## config.mk

```make
export PLATFORM = sky130hd
export DESIGN_NAME = fp_control_word
export DESIGN_NICKNAME = d
export VERILOG_FILES = /design/src/verilog/fpcw_pkg.sv /design/src/verilog/fp_control_word.sv /design/src/verilog/fp_reg_file.sv
export SDC_FILE = /design/constraint.sdc
export NUM_CORES = 2
export LEC_CHECK = 0
export ABC_AREA = 0
export BUFFER_PORTS_ARGS = -buffer_cell sky130_fd_sc_hd__buf_2
export CAP_MARGIN = 20
export CORE_MARGIN = 2
export CORE_UTILIZATION = 55
export DETAILED_ROUTE_END_ITERATION = 8
export HOLD_SLACK_MARGIN = 0.06
export PLACE_DENSITY = 0.8
export SLEW_MARGIN = 10
export SYNTH_ARGS = -nofsm -noshare
export SYNTH_HDL_FRONTEND = slang
export SYNTH_SLANG_ARGS = --single-unit
export TNS_END_PERCENT = 1
```

## constraint.sdc

```tcl
create_clock -name mclk_i -period 14.88 [get_ports mclk_i]
set_input_delay 2.976 -clock mclk_i [delete_from_list [all_inputs] [get_ports mclk_i]]
set_output_delay 2.976 -clock mclk_i [all_outputs]
set_load 0.005 [all_outputs]
```

## src/verilog/fpcw_pkg.sv

```systemverilog
// Constants and types shared by the floating point control word block.
`default_nettype none
package fpcw_pkg;
  // ****************************************************************
  // Bus register offsets
  // ****************************************************************
  localparam logic [7:0] A_CTRL   = 8'h00;
  localparam logic [7:0] A_INSTR  = 8'h04;
  localparam logic [7:0] A_GP_IN  = 8'h08;
  localparam logic [7:0] A_RES_LO = 8'h0C;
  localparam logic [7:0] A_RES_HI = 8'h10;
  localparam logic [7:0] A_FR_SEL = 8'h14;
  localparam logic [7:0] A_FR_LO  = 8'h18;
  localparam logic [7:0] A_FR_HI  = 8'h1C;
  localparam logic [7:0] A_CSR    = 8'h20;
  localparam logic [7:0] A_STAT   = 8'h24;
  localparam logic [7:0] A_MASK   = 8'h28;
  localparam logic [7:0] A_BUSY   = 8'h2C;
  // ****************************************************************
  // Reset values, identity and fixed results
  // ****************************************************************
  localparam logic [31:0] CSR_RST      = 32'h0000_0000;
  // Arbitrary identity value.
  localparam logic [31:0] FP_IMPL_ID   = 32'h0001_0A00;
  localparam logic [31:0] DEFAULT_WORD = 32'h7FFF_FFFF;
  localparam logic [32:0] POS_LIMIT    = 33'h0_7FFF_FFFF;
  localparam logic [32:0] NEG_LIMIT    = 33'h0_8000_0000;
  // ****************************************************************
  // Instruction encodings and selectors
  // ****************************************************************
  localparam logic [5:0] OP_FPU    = 6'h11;
  localparam logic [4:0] RS_RDCTL  = 5'h02;
  localparam logic [4:0] RS_WRCTL  = 5'h06;
  localparam logic [4:0] FMT_S     = 5'h10;
  localparam logic [4:0] FMT_D     = 5'h11;
  localparam logic [5:0] FN_CEIL_W = 6'h0E;
  localparam logic [4:0] SEL_ID    = 5'd0;
  localparam logic [4:0] SEL_COND  = 5'd25;
  localparam logic [4:0] SEL_EXC   = 5'd26;
  localparam logic [4:0] SEL_ENA   = 5'd28;
  localparam logic [4:0] SEL_FULL  = 5'd31;
  // ****************************************************************
  // Control/status fields and event bits
  // ****************************************************************
  localparam int FLAG_LSB  = 2;
  localparam int ENA_LSB   = 7;
  localparam int CAUSE_LSB = 12;
  localparam int CAUSE_UNI = 17;
  localparam int B_INX     = 0;
  localparam int B_INV     = 4;
  localparam int ST_DONE   = 0;
  localparam int ST_FPE    = 1;
  localparam int ST_RI     = 2;
  localparam int ST_CPU    = 3;
  typedef enum logic [1:0] {S_IDLE, S_DECODE, S_EXEC} exec_state_t;
endpackage
`default_nettype wire
```

## src/verilog/fp_control_word.sv

```systemverilog
// FPU control word moves, partial views and ceiling-to-word conversion.
//
// Operation
// - Ceiling convert to signed word, always upward.
// - Infinity, NaN or out-of-range sets invalid.
// - Invalid enabled traps; else writes 2^31-1.
// - Conversion raises FP and instruction exceptions.
// - Control read sign-extends word to 64 bits.
// - Selector 0 identity, 31 full register.
// - Selectors 25, 26, 28 give packed views.
// - Control write stores low source word.
// - Enabled cause after write raises exception.
// - View writes completing a pair raise exception.
// - Control write reports FP and instruction exceptions.
`timescale 1ns/1ns
`default_nettype none
module fp_control_word (
  // Clock and reset
  input  wire  logic        mclk_i,
  input  wire  logic        rst_i,
  // APB slave
  input  wire  logic        psel,
  input  wire  logic        penable,
  input  wire  logic        pwrite,
  input  wire  logic [7:0]  paddr,
  input  wire  logic [31:0] pwdata,
  output logic       [31:0] prdata,
  output logic              pready,
  output logic              pslverr,
  // Interrupt
  output logic              irq_o
);
  // ****************************************************************
  // State
  // ****************************************************************
  typedef struct packed {
    fpcw_pkg::exec_state_t st;
    logic [31:0] instr;
    logic [31:0] gp_in;
    logic [63:0] res;
    logic        usable;
    logic [4:0]  fr_sel;
    logic [31:0] fr_lo;
    logic [31:0] csr;
    logic [3:0]  stat;
    logic [3:0]  mask;
    logic [31:0] prdata;
    logic        pready;
    logic        pslverr;
    logic        irq;
  } state_t;

  state_t s_r;
  state_t s_nxt;
  logic        we;
  logic [4:0]  waddr;
  logic [63:0] wdata;
  logic [4:0]  raddr;
  logic [63:0] rdata;

  fp_reg_file u_freg (
    .mclk_i  (mclk_i),
    .rst_i   (rst_i),
    .we_i    (we),
    .waddr_i (waddr),
    .wdata_i (wdata),
    .raddr_i (raddr),
    .rdata_o (rdata)
  );

  // ****************************************************************
  // Decode
  // ****************************************************************
  logic [4:0] rs_f;
  logic [4:0] sel;
  logic       is_rd;
  logic       is_wr;
  logic       is_ceil;
  assign rs_f  = s_r.instr[25:21];
  assign sel   = s_r.instr[15:11];
  assign is_rd = s_r.instr[31:26] == fpcw_pkg::OP_FPU
              && rs_f == fpcw_pkg::RS_RDCTL && s_r.instr[10:0] == 11'h000;
  assign is_wr = s_r.instr[31:26] == fpcw_pkg::OP_FPU
              && rs_f == fpcw_pkg::RS_WRCTL && s_r.instr[10:0] == 11'h000;
  assign is_ceil = s_r.instr[31:26] == fpcw_pkg::OP_FPU
                && (rs_f == fpcw_pkg::FMT_S || rs_f == fpcw_pkg::FMT_D)
                && s_r.instr[20:16] == 5'h00
                && s_r.instr[5:0] == fpcw_pkg::FN_CEIL_W;
  assign raddr = (s_r.st == fpcw_pkg::S_IDLE) ? s_r.fr_sel
                                              : s_r.instr[15:11];

  // ****************************************************************
  // Ceiling conversion
  // ****************************************************************
  // Truncation of the magnitude already rounds negatives upward, so
  // only positive values with a fraction need the extra one.
  logic        cv_sgn;
  logic        cv_inv;
  logic        cv_inx;
  logic [31:0] cv_res;
  always_comb begin
    logic        sgl;
    logic [10:0] ef;
    logic [52:0] man;
    logic signed [12:0] e;
    logic [32:0] ip;
    logic [32:0] r;
    logic        frac;
    logic        big;
    sgl  = rs_f == fpcw_pkg::FMT_S;
    ef   = sgl ? {3'h0, rdata[30:23]} : rdata[62:52];
    man  = sgl ? {ef != 11'h000, rdata[22:0], 29'h0}
               : {ef != 11'h000, rdata[51:0]};
    e    = sgl ? $signed({2'h0, ef}) - 13'sd127
               : $signed({2'h0, ef}) - 13'sd1023;
    cv_sgn = sgl ? rdata[31] : rdata[63];
    ip   = 33'h0;
    frac = 1'b0;
    big  = sgl ? (ef == 11'h0FF) : (ef == 11'h7FF);
    if (e < 13'sd0) begin
      frac = |man;
    end else if (e > 13'sd31) begin
      big = 1'b1;
    end else begin
      ip   = 33'(man >> (6'd52 - 6'(e)));
      frac = |(53'(man << (6'(e) + 6'd1)));
    end
    r = cv_sgn ? 33'(-ip) : 33'(ip + {32'h0, frac});
    cv_inv = big || (cv_sgn ? (ip > fpcw_pkg::NEG_LIMIT)
                            : (r > fpcw_pkg::POS_LIMIT));
    cv_inx = frac && !cv_inv;
    cv_res = cv_inv ? fpcw_pkg::DEFAULT_WORD : r[31:0];
  end

  // ****************************************************************
  // Control views
  // ****************************************************************
  logic [31:0] f;
  logic [31:0] t;
  logic [31:0] rd_view;
  logic [31:0] wr_view;
  logic        wr_trap;
  assign f = s_r.csr;
  assign t = s_r.gp_in;
  always_comb begin
    case (sel)
      fpcw_pkg::SEL_ID:   rd_view = fpcw_pkg::FP_IMPL_ID;
      fpcw_pkg::SEL_COND: rd_view = {24'h0, f[31:25], f[23]};
      fpcw_pkg::SEL_EXC:
        rd_view = {14'h0, f[17:12], 5'h00, f[6:2], 2'h0};
      fpcw_pkg::SEL_ENA:
        rd_view = {20'h0, f[11:7], 4'h0, f[24], f[1:0]};
      fpcw_pkg::SEL_FULL: rd_view = f;
      default:            rd_view = 32'h0000_0000;
    endcase
    case (sel)
      fpcw_pkg::SEL_COND: wr_view = {t[7:1], f[24], t[0], f[22:0]};
      fpcw_pkg::SEL_EXC:
        wr_view = {f[31:18], t[17:12], f[11:7], t[6:2], f[1:0]};
      fpcw_pkg::SEL_ENA:
        wr_view = {f[31:25], t[2], f[23:12], t[11:7], f[6:2], t[1:0]};
      fpcw_pkg::SEL_FULL: wr_view = t;
      default:            wr_view = f;
    endcase
    // Checked on the new value, which covers both view writes.
    wr_trap = |(wr_view[16:12] & wr_view[11:7])
            || wr_view[fpcw_pkg::CAUSE_UNI];
  end

  // ****************************************************************
  // Conversion result into the control/status register
  // ****************************************************************
  logic [5:0]  cv_cause;
  logic [31:0] cv_fp_control_status;
  logic        cv_trap;
  always_comb begin
    cv_cause = 6'h00;
    cv_cause[fpcw_pkg::B_INV] = cv_inv;
    cv_cause[fpcw_pkg::B_INX] = cv_inx;
    cv_fp_control_status = f;
    cv_fp_control_status[17:12] = cv_cause;
    cv_fp_control_status[6:2]   = f[6:2] | cv_cause[4:0];
    cv_trap = |(cv_cause[4:0] & f[11:7]);
  end

  // ****************************************************************
  // Bus, sequencing and events
  // ****************************************************************
  logic acc;
  logic wfire;
  logic rfire;
  logic busy;
  logic mapped;
  assign busy   = s_r.st != fpcw_pkg::S_IDLE;
  assign acc    = psel && penable && !s_r.pready;
  assign wfire  = psel && penable && s_r.pready && pwrite;
  assign rfire  = psel && penable && s_r.pready && !pwrite;
  assign mapped = paddr[1:0] == 2'b00 && paddr <= fpcw_pkg::A_BUSY;

  always_comb begin
    logic [3:0] ev;
    logic       refuse;
    s_nxt = s_r;
    ev = 4'h0;
    we = 1'b0;
    waddr = s_r.fr_sel;
    wdata = {pwdata, s_r.fr_lo};
    refuse = busy && (paddr == fpcw_pkg::A_INSTR
                   || paddr == fpcw_pkg::A_FR_HI
                   || paddr == fpcw_pkg::A_FR_SEL);
    s_nxt.pready = acc;
    s_nxt.pslverr = acc && (!mapped || (pwrite && refuse));
    if (acc) begin
      case (paddr)
        fpcw_pkg::A_CTRL:    s_nxt.prdata = {31'h0, s_r.usable};
        fpcw_pkg::A_INSTR:   s_nxt.prdata = s_r.instr;
        fpcw_pkg::A_GP_IN:   s_nxt.prdata = s_r.gp_in;
        fpcw_pkg::A_RES_LO:  s_nxt.prdata = s_r.res[31:0];
        fpcw_pkg::A_RES_HI:  s_nxt.prdata = s_r.res[63:32];
        fpcw_pkg::A_FR_SEL:  s_nxt.prdata = {27'h0, s_r.fr_sel};
        fpcw_pkg::A_FR_LO:   s_nxt.prdata = rdata[31:0];
        fpcw_pkg::A_FR_HI:   s_nxt.prdata = rdata[63:32];
        fpcw_pkg::A_CSR:     s_nxt.prdata = s_r.csr;
        fpcw_pkg::A_STAT:    s_nxt.prdata = {28'h0, s_r.stat};
        fpcw_pkg::A_MASK:    s_nxt.prdata = {28'h0, s_r.mask};
        fpcw_pkg::A_BUSY:    s_nxt.prdata = {31'h0, busy};
        default:             s_nxt.prdata = 32'h0000_0000;
      endcase
    end
    if (wfire && !s_r.pslverr) begin
      case (paddr)
        fpcw_pkg::A_CTRL:    s_nxt.usable = pwdata[0];
        fpcw_pkg::A_GP_IN:   s_nxt.gp_in = pwdata;
        fpcw_pkg::A_FR_SEL:  s_nxt.fr_sel = pwdata[4:0];
        fpcw_pkg::A_FR_LO:   s_nxt.fr_lo = pwdata;
        fpcw_pkg::A_FR_HI:   we = 1'b1;
        fpcw_pkg::A_MASK:    s_nxt.mask = pwdata[3:0];
        fpcw_pkg::A_INSTR: begin
          s_nxt.instr = pwdata;
          s_nxt.st = fpcw_pkg::S_DECODE;
        end
        default: ;
      endcase
    end
    case (s_r.st)
      fpcw_pkg::S_IDLE: ;
      fpcw_pkg::S_DECODE: begin
        s_nxt.st = fpcw_pkg::S_IDLE;
        ev[fpcw_pkg::ST_DONE] = 1'b1;
        if (!s_r.usable) begin
          ev[fpcw_pkg::ST_CPU] = 1'b1;
        end else if (is_rd) begin
          s_nxt.res = {{32{rd_view[31]}}, rd_view};
        end else if (is_wr) begin
          s_nxt.csr = wr_view;
          ev[fpcw_pkg::ST_FPE] = wr_trap;
        end else if (is_ceil) begin
          s_nxt.st = fpcw_pkg::S_EXEC;
          ev[fpcw_pkg::ST_DONE] = 1'b0;
        end else begin
          ev[fpcw_pkg::ST_RI] = 1'b1;
        end
      end
      fpcw_pkg::S_EXEC: begin
        s_nxt.st = fpcw_pkg::S_IDLE;
        s_nxt.csr = cv_fp_control_status;
        ev[fpcw_pkg::ST_DONE] = 1'b1;
        ev[fpcw_pkg::ST_FPE] = cv_trap;
        we = !cv_trap;
        waddr = s_r.instr[10:6];
        wdata = {32'h0000_0000, cv_res};
      end
      default: s_nxt.st = fpcw_pkg::S_IDLE;
    endcase
    // Only bits that the read reported are cleared, so an event that
    // lands between the data latch and the clear edge is not lost.
    if (rfire && paddr == fpcw_pkg::A_STAT) begin
      s_nxt.stat = (s_r.stat & ~s_r.prdata[3:0]) | ev;
    end else begin
      s_nxt.stat = s_r.stat | ev;
    end
    s_nxt.irq = |(s_nxt.stat & s_r.mask);
  end

  always_ff @(posedge mclk_i) begin
    if (rst_i) begin
      s_r <= '0;
      s_r.st <= fpcw_pkg::S_IDLE;
      s_r.csr <= fpcw_pkg::CSR_RST;
    end else begin
      s_r <= s_nxt;
    end
  end

  assign prdata  = s_r.prdata;
  assign pready  = s_r.pready;
  assign pslverr = s_r.pslverr;
  assign irq_o   = s_r.irq;

  // ****************************************************************
  // Checks
  // ****************************************************************
  logic dec_ok;
  assign dec_ok = s_r.st == fpcw_pkg::S_DECODE && s_r.usable;

  property p_ceil_wr;
    @(posedge mclk_i) disable iff (rst_i)
    (s_r.st == fpcw_pkg::S_EXEC && !cv_trap)
      |-> we && waddr == s_r.instr[10:6] && wdata[63:32] == 32'h0;
  endproperty
  a_ceil_wr: assert property (p_ceil_wr)
    else $error("ceiling result not written to destination");

  property p_inv_flag;
    @(posedge mclk_i) disable iff (rst_i)
    (s_r.st == fpcw_pkg::S_EXEC && cv_inv)
      |=> s_r.csr[6] && s_r.csr[16] && s_r.st == fpcw_pkg::S_IDLE;
  endproperty
  a_inv_flag: assert property (p_inv_flag)
    else $error("invalid conversion did not set flag and cause");

  property p_inv_trap;
    @(posedge mclk_i) disable iff (rst_i)
    (s_r.st == fpcw_pkg::S_EXEC && cv_inv && s_r.csr[11])
      |-> !we ##1 s_r.stat[fpcw_pkg::ST_FPE];
  endproperty
  a_inv_trap: assert property (p_inv_trap)
    else $error("enabled invalid conversion wrote or did not trap");

  property p_inv_dflt;
    @(posedge mclk_i) disable iff (rst_i)
    (s_r.st == fpcw_pkg::S_EXEC && cv_inv && s_r.csr[11:7] == 5'h00)
      |-> we && wdata[31:0] == 32'h7FFF_FFFF;
  endproperty
  a_inv_dflt: assert property (p_inv_dflt)
    else $error("masked invalid conversion lacks default word");

  property p_cpu_unusable;
    @(posedge mclk_i) disable iff (rst_i)
    (s_r.st == fpcw_pkg::S_DECODE && !s_r.usable)
      |=> s_r.stat[fpcw_pkg::ST_CPU] && $stable(s_r.csr);
  endproperty
  a_cpu_unusable: assert property (p_cpu_unusable)
    else $error("unusable coprocessor not reported");

  property p_rd_ext;
    @(posedge mclk_i) disable iff (rst_i)
    (dec_ok && is_rd) |=> s_r.res[63:32] == {32{s_r.res[31]}};
  endproperty
  a_rd_ext: assert property (p_rd_ext)
    else $error("control read not sign extended");

  property p_rd_full;
    @(posedge mclk_i) disable iff (rst_i)
    (dec_ok && is_rd && sel == 5'd31)
      |=> s_r.res[31:0] == $past(s_r.csr);
  endproperty
  a_rd_full: assert property (p_rd_full)
    else $error("selector 31 did not return full register");

  property p_rd_ena;
    @(posedge mclk_i) disable iff (rst_i)
    (dec_ok && is_rd && sel == 5'd28)
      |=> s_r.res[2] == $past(s_r.csr[24])
       && s_r.res[11:7] == $past(s_r.csr[11:7]);
  endproperty
  a_rd_ena: assert property (p_rd_ena)
    else $error("enable view packed wrongly");

  property p_wr_exc;
    @(posedge mclk_i) disable iff (rst_i)
    (dec_ok && is_wr && sel == 5'd26)
      |=> s_r.csr[11:7] == $past(s_r.csr[11:7])
       && s_r.csr[31:18] == $past(s_r.csr[31:18]);
  endproperty
  a_wr_exc: assert property (p_wr_exc)
    else $error("exception view write touched hidden bits");

  property p_wr_trap;
    @(posedge mclk_i) disable iff (rst_i)
    (dec_ok && is_wr && sel == 5'd31 && |(t[16:12] & t[11:7]))
      |=> s_r.csr == $past(t) && s_r.stat[fpcw_pkg::ST_FPE];
  endproperty
  a_wr_trap: assert property (p_wr_trap)
    else $error("enabled cause after write raised no exception");
endmodule
`default_nettype wire

```

## src/verilog/fp_reg_file.sv

```systemverilog
// Floating point register file with a registered read port.
`timescale 1ns/1ns
`default_nettype none
module fp_reg_file (
  // Clock and reset
  input  wire  logic        mclk_i,
  input  wire  logic        rst_i,
  // Write port
  input  wire  logic        we_i,
  input  wire  logic [4:0]  waddr_i,
  input  wire  logic [63:0] wdata_i,
  // Read port
  input  wire  logic [4:0]  raddr_i,
  output logic       [63:0] rdata_o
);
  logic [63:0] mem_r [0:31];

  always_ff @(posedge mclk_i) begin
    if (we_i) begin
      mem_r[waddr_i] <= wdata_i;
    end
  end

  always_ff @(posedge mclk_i) begin
    if (rst_i) begin
      rdata_o <= 64'h0;
    end else begin
      rdata_o <= mem_r[raddr_i];
    end
  end
endmodule
`default_nettype wire

```

==> results.txt <==
The kind of end point of the critical path is a flip-flop. The layout cell share with drive strength beyond 1 is 20.36%. The number of buffers added for setup after CTS came out at 0. The hold buffer count at CTS came out at 0. Dividing the synthesized area by the synthesized cell count gives 14.96 um^2. The worst setup path is launched from a flip-flop. Setup violations remaining at the end of the flow were counted as 0. Post-CTS repair changed the size of 0 cells. The number of standard cells in the layout, taps in and fillers out is 9,263. The total detailed-routing wirelength is 350,400 um. The total leakage power came out at 36.11 nW.

The maximum operating frequency came out at 94.58 MHz. The synthesized area came out at 100,500 um^2. For this design, the slowest cell found on the critical path is sky130_fd_sc_hd__a21oi_4.

The hold violation total from the final report is 0. The first-pass iteration count of the detailed router came out at 9. The average detailed-routed wire length per instance came out at 37.83 um.

The critical path goes through or2_2 -> o21ai_1 -> nand2_1 -> ha_1 -> xor2_1 -> nand3_1 -> nand2_1 -> o31ai_1 -> nand3_1 -> a2111oi_0 -> a41oi_1 -> o31ai_1 -> a31oi_1 -> buf_4 -> ha_1 -> ha_1 -> o2111ai_1 -> or3_1 -> a21oi_1 -> mux2_4 -> o21bai_4 -> o2111ai_4 -> a21oi_4 -> buf_4. For the worst setup path, the data required time is 15.36 ns. The H-tree was split into 4 levels. The cell at the root of the clock tree is sky130_fd_sc_hd__clkbuf_16. The overall power after layout is 13.14 mW. The cell with the most instances on the worst path is sky130_fd_sc_hd__ha_1. Among cell families on the critical path, the largest total delay comes from compound AO/OA/AOI/OAI gates. TritonCTS built the clock tree. Setup repair after global routing left no endpoint under its margin. The highest ir drop seen on vdd is 0.0001247 V. The register clock-pin slew on the reported worst setup and hold paths came out at 0.07 ns. Of the synthesized area, sequential elements account for 66.69%. The height of the die came out at 431.4 um.

The clock skew after layout came out at 0.1279 ns. The floorplan core area is 181,100 um^2. The flow ran to the end, and the final reports show no timing, DRC or antenna violations. Clock tree synthesis found a total of 2,323 sinks. For the pin with the worst max-slew slack, the measured transition is 1.240 ns.

The HPWL after detailed placement is 199,800 um. The post-route clock period utilization is 71.06%. The routed length on met3 came out at 52,770 um. The proportion of register bits with asynchronous set or reset after synthesis came out at 0%. The critical path is of the reg -> reg type.

The count of routing violations after the opening detailed-route iteration is 12.76k. Yosys mapped a number of flops with a built-in enable equal to 2,048. Summed over all instances, the cell type with the most area after synthesis is sky130_fd_sc_hd__edfxtp_1. The worst slew margin relative to its limit is 17.35%. The worst stage delay on the critical path came out at 0.97 ns. The post-synth net total is 6,768.

In this run the count of I/O pins placed on the die edge is 80. The synthesis warning total is 0. The power per cell area is 117.9 nW/um^2. The vias per cell came out at 7.440. The floorplan has 156 rows.

The number of placed instances, taps included, is 8,839. The met2 wirelength from detailed routing is 158,900 um. In the synthesized netlist the dominant register cell turns out to be sky130_fd_sc_hd__edfxtp_1. The met1 layer wirelength in the final routing is 112,800 um.

The total congestion overflow is 0. The clock reaches the later pin of the worst-skew pair after 0.90 ns. At the end of routability-driven placement, the weighted congestion stood at 1.028. The first global-routing pass estimated 496,400 um of wire. The overall die width is 431.4 um. The buffers plus inverters on the worst setup path is 2. By count the netlist is led by 2,048 x sky130_fd_sc_hd__edfxtp_1, 910 x sky130_fd_sc_hd__nand2_1, 539 x sky130_fd_sc_hd__mux4_2. The data arrival time at the worst-slack endpoint came out at 11.05 ns. The synthesized netlist contains 118 unique library cells. The number of buffers created by CTS came out at 218.

The number of violations of the max-capacitance limit is 0. The via count is 68.92k. The number of buffers on the longest clock path came out at 3.

The post-route core utilization is 61.52%. The number of global-route vias before repair is 67.09k. The final-stage net count came out at 6,749. The combined global-route utilization of all metal layers is 37.42%. The initial core utilization is 55.47%. Signal routing reaches up to met5.

The number of nets still failing antenna checks after routing is 0. The detailed-route DRC error count came out at 0. After routing, the total negative slack on setup checks comes to 0 ns.

By area the synthesized netlist is led by sky130_fd_sc_hd__edfxtp_1 61%, sky130_fd_sc_hd__mux4_2 12%, sky130_fd_sc_hd__dfxtp_1 5.5%. The area added between synthesis and finish is 10.92%. By instance count, the leading cell after synthesis is sky130_fd_sc_hd__edfxtp_1. The overall die area came out at 186,100 um^2. Counting every instance in the synthesized netlist gives 6,714. The worst hold path belongs to the class reg -> reg.

Entering global routing, the biggest net connects 131 pins. The initial antenna violation count was 27. The maximum fanout along the worst path is 44.

The routed design could run at a clock period as short as 10.57 ns. The count of port buffers added during placement came out at 79. The number of slew-limit violations in the final report came out at 0.

The area share of the largest cell type after synthesis is 61.21%. The synthesis-stage register bit count is 2,323.
## cell usage in the layout (no fill, tap or decap), types with 27 or more instances in the layout
cell type,synthesis,layout
sky130_fd_sc_hd__clkinv_2,0,34
sky130_fd_sc_hd__a21oi_1,357,311
sky130_fd_sc_hd__nand3_1,507,507
sky130_fd_sc_hd__mux4_2,539,539
sky130_fd_sc_hd__nor2_1,233,225
sky130_fd_sc_hd__nor3_1,96,91
sky130_fd_sc_hd__dfxtp_1,275,271
sky130_fd_sc_hd__mux2i_1,150,145
sky130_fd_sc_hd__a221oi_1,44,44
sky130_fd_sc_hd__clkbuf_16,0,219
sky130_fd_sc_hd__buf_2,70,78
sky130_fd_sc_hd__nand2_1,910,910
sky130_fd_sc_hd__a311oi_1,36,36
sky130_fd_sc_hd__mux2_2,65,61
sky130_fd_sc_hd__o21ai_0,85,85
sky130_fd_sc_hd__nor4_1,39,39
sky130_fd_sc_hd__inv_1,27,27
sky130_fd_sc_hd__xnor2_1,32,32
sky130_fd_sc_hd__edfxtp_1,2048,2048
sky130_fd_sc_hd__a21oi_4,1,35
sky130_fd_sc_hd__o211ai_1,28,28
sky130_fd_sc_hd__and3_1,34,34
sky130_fd_sc_hd__buf_4,47,190
sky130_fd_sc_hd__a31oi_1,44,31
sky130_fd_sc_hd__a211oi_1,33,33
sky130_fd_sc_hd__clkinv_1,2,50
sky130_fd_sc_hd__nand4_1,34,34
sky130_fd_sc_hd__clkbuf_1,291,41
sky130_fd_sc_hd__a22oi_1,88,88
## cells by family (layout without fill, tap and decap cells)
family                   after synthesis  count (layout)  share of synthesized area, %
flip-flops                          2323            2323                         66.69
AND/OR/NAND/NOR                     2062            2062                         9.480
AO/OA/AOI/OAI                        966             966                         6.548
multiplexers                         758             758                         14.36
buffers and inverters                553             720                         2.426
XOR/XNOR                              43              43                        0.3823
adder cells (fa/ha/maj)                9               9                        0.1121
other                                  0              12                             0
## layout make-up
type	instances	area (um^2)
sequential	2323	67020
timing repair buffer	283	2123
clock inverter	135	1460
clock buffer	271	5786
tap	2370	2965
fill	12110	69700
multi-input combinational	3838	31940
inverter	31	116.4
antenna	12	30.03
## worst reg2reg max path, stage by stage (launching register included)
cell	delay, ns
sky130_fd_sc_hd__dfxtp_1	0.43
sky130_fd_sc_hd__or2_2	0.65
sky130_fd_sc_hd__o21ai_1	0.32
sky130_fd_sc_hd__nand2_1	0.55
sky130_fd_sc_hd__ha_1	0.89
sky130_fd_sc_hd__xor2_1	0.19
sky130_fd_sc_hd__nand3_1	0.50
sky130_fd_sc_hd__nand2_1	0.64
sky130_fd_sc_hd__o31ai_1	0.50
sky130_fd_sc_hd__nand3_1	0.12
sky130_fd_sc_hd__a2111oi_0	0.51
sky130_fd_sc_hd__a41oi_1	0.19
sky130_fd_sc_hd__o31ai_1	0.28
sky130_fd_sc_hd__a31oi_1	0.16
sky130_fd_sc_hd__buf_4	0.23
sky130_fd_sc_hd__ha_1	0.22
sky130_fd_sc_hd__ha_1	0.25
sky130_fd_sc_hd__o2111ai_1	0.13
sky130_fd_sc_hd__or3_1	0.15
sky130_fd_sc_hd__a21oi_1	0.06
sky130_fd_sc_hd__mux2_4	0.31
sky130_fd_sc_hd__o21bai_4	0.40
sky130_fd_sc_hd__o2111ai_4	0.58
sky130_fd_sc_hd__a21oi_4	0.98
sky130_fd_sc_hd__buf_4	0.87
## final timing paths
kind | startpoint | endpoint | slack [ns] | depth (start not counted)
setup / recovery | rs_f[0] | u_freg.mem_r[1][3] | 4.31 | 24
hold / removal | s_r[142] | s_r[142] | 0.45 | 2
hold reg to reg | s_r[142] | s_r[142] | 0.45 | 2
setup reg to reg | rs_f[0] | u_freg.mem_r[1][3] | 4.31 | 24
## power by group
| group | switching (mW) | internal (mW) | leakage [nW] | total (mW) |
|---|---|---|---|---|
| logic | 0.278 | 0.0983 | 11.3 | 0.377 |
| clock network | 2.55 | 3.16 | 3.51 | 5.70 |
| registers | 0.0226 | 7.04 | 21.3 | 7.06 |
## registers in the layout, indices dropped and copies added (netlist names)
| name | flops |
|---|---|
| u_freg.mem_r | 2048 |
| s_r | 107 |
| u_freg.rdata_o | 64 |
| f | 32 |
| prdata | 32 |
| t | 32 |
| rs_f | 5 |
| irq_o | 1 |
| pready | 1 |
| pslverr | 1 |
## through the flow
step / hold WS [ns] / cell area (um^2) / setup slack, ns
final: 0.4543 / 111400 / 4.306
after global routing: 0.4726 / 111400 / 3.913
after CTS: 0.4512 / 111200 / 4.638
after detailed placement: 0.4447 / 104000 / 4.777
after global placement: 0.4374 / 103900 / 4.528
after floorplan: 0.4316 / 100500 / 5.592
## layer usage
metal	track usage, %	up-vias
met2	56.53	7071
met4	22.61	30
met1	47.18	33990
met3	12.42	1481
met5	0	-
li1	-	26340
(Power assumes the default switching activity.)
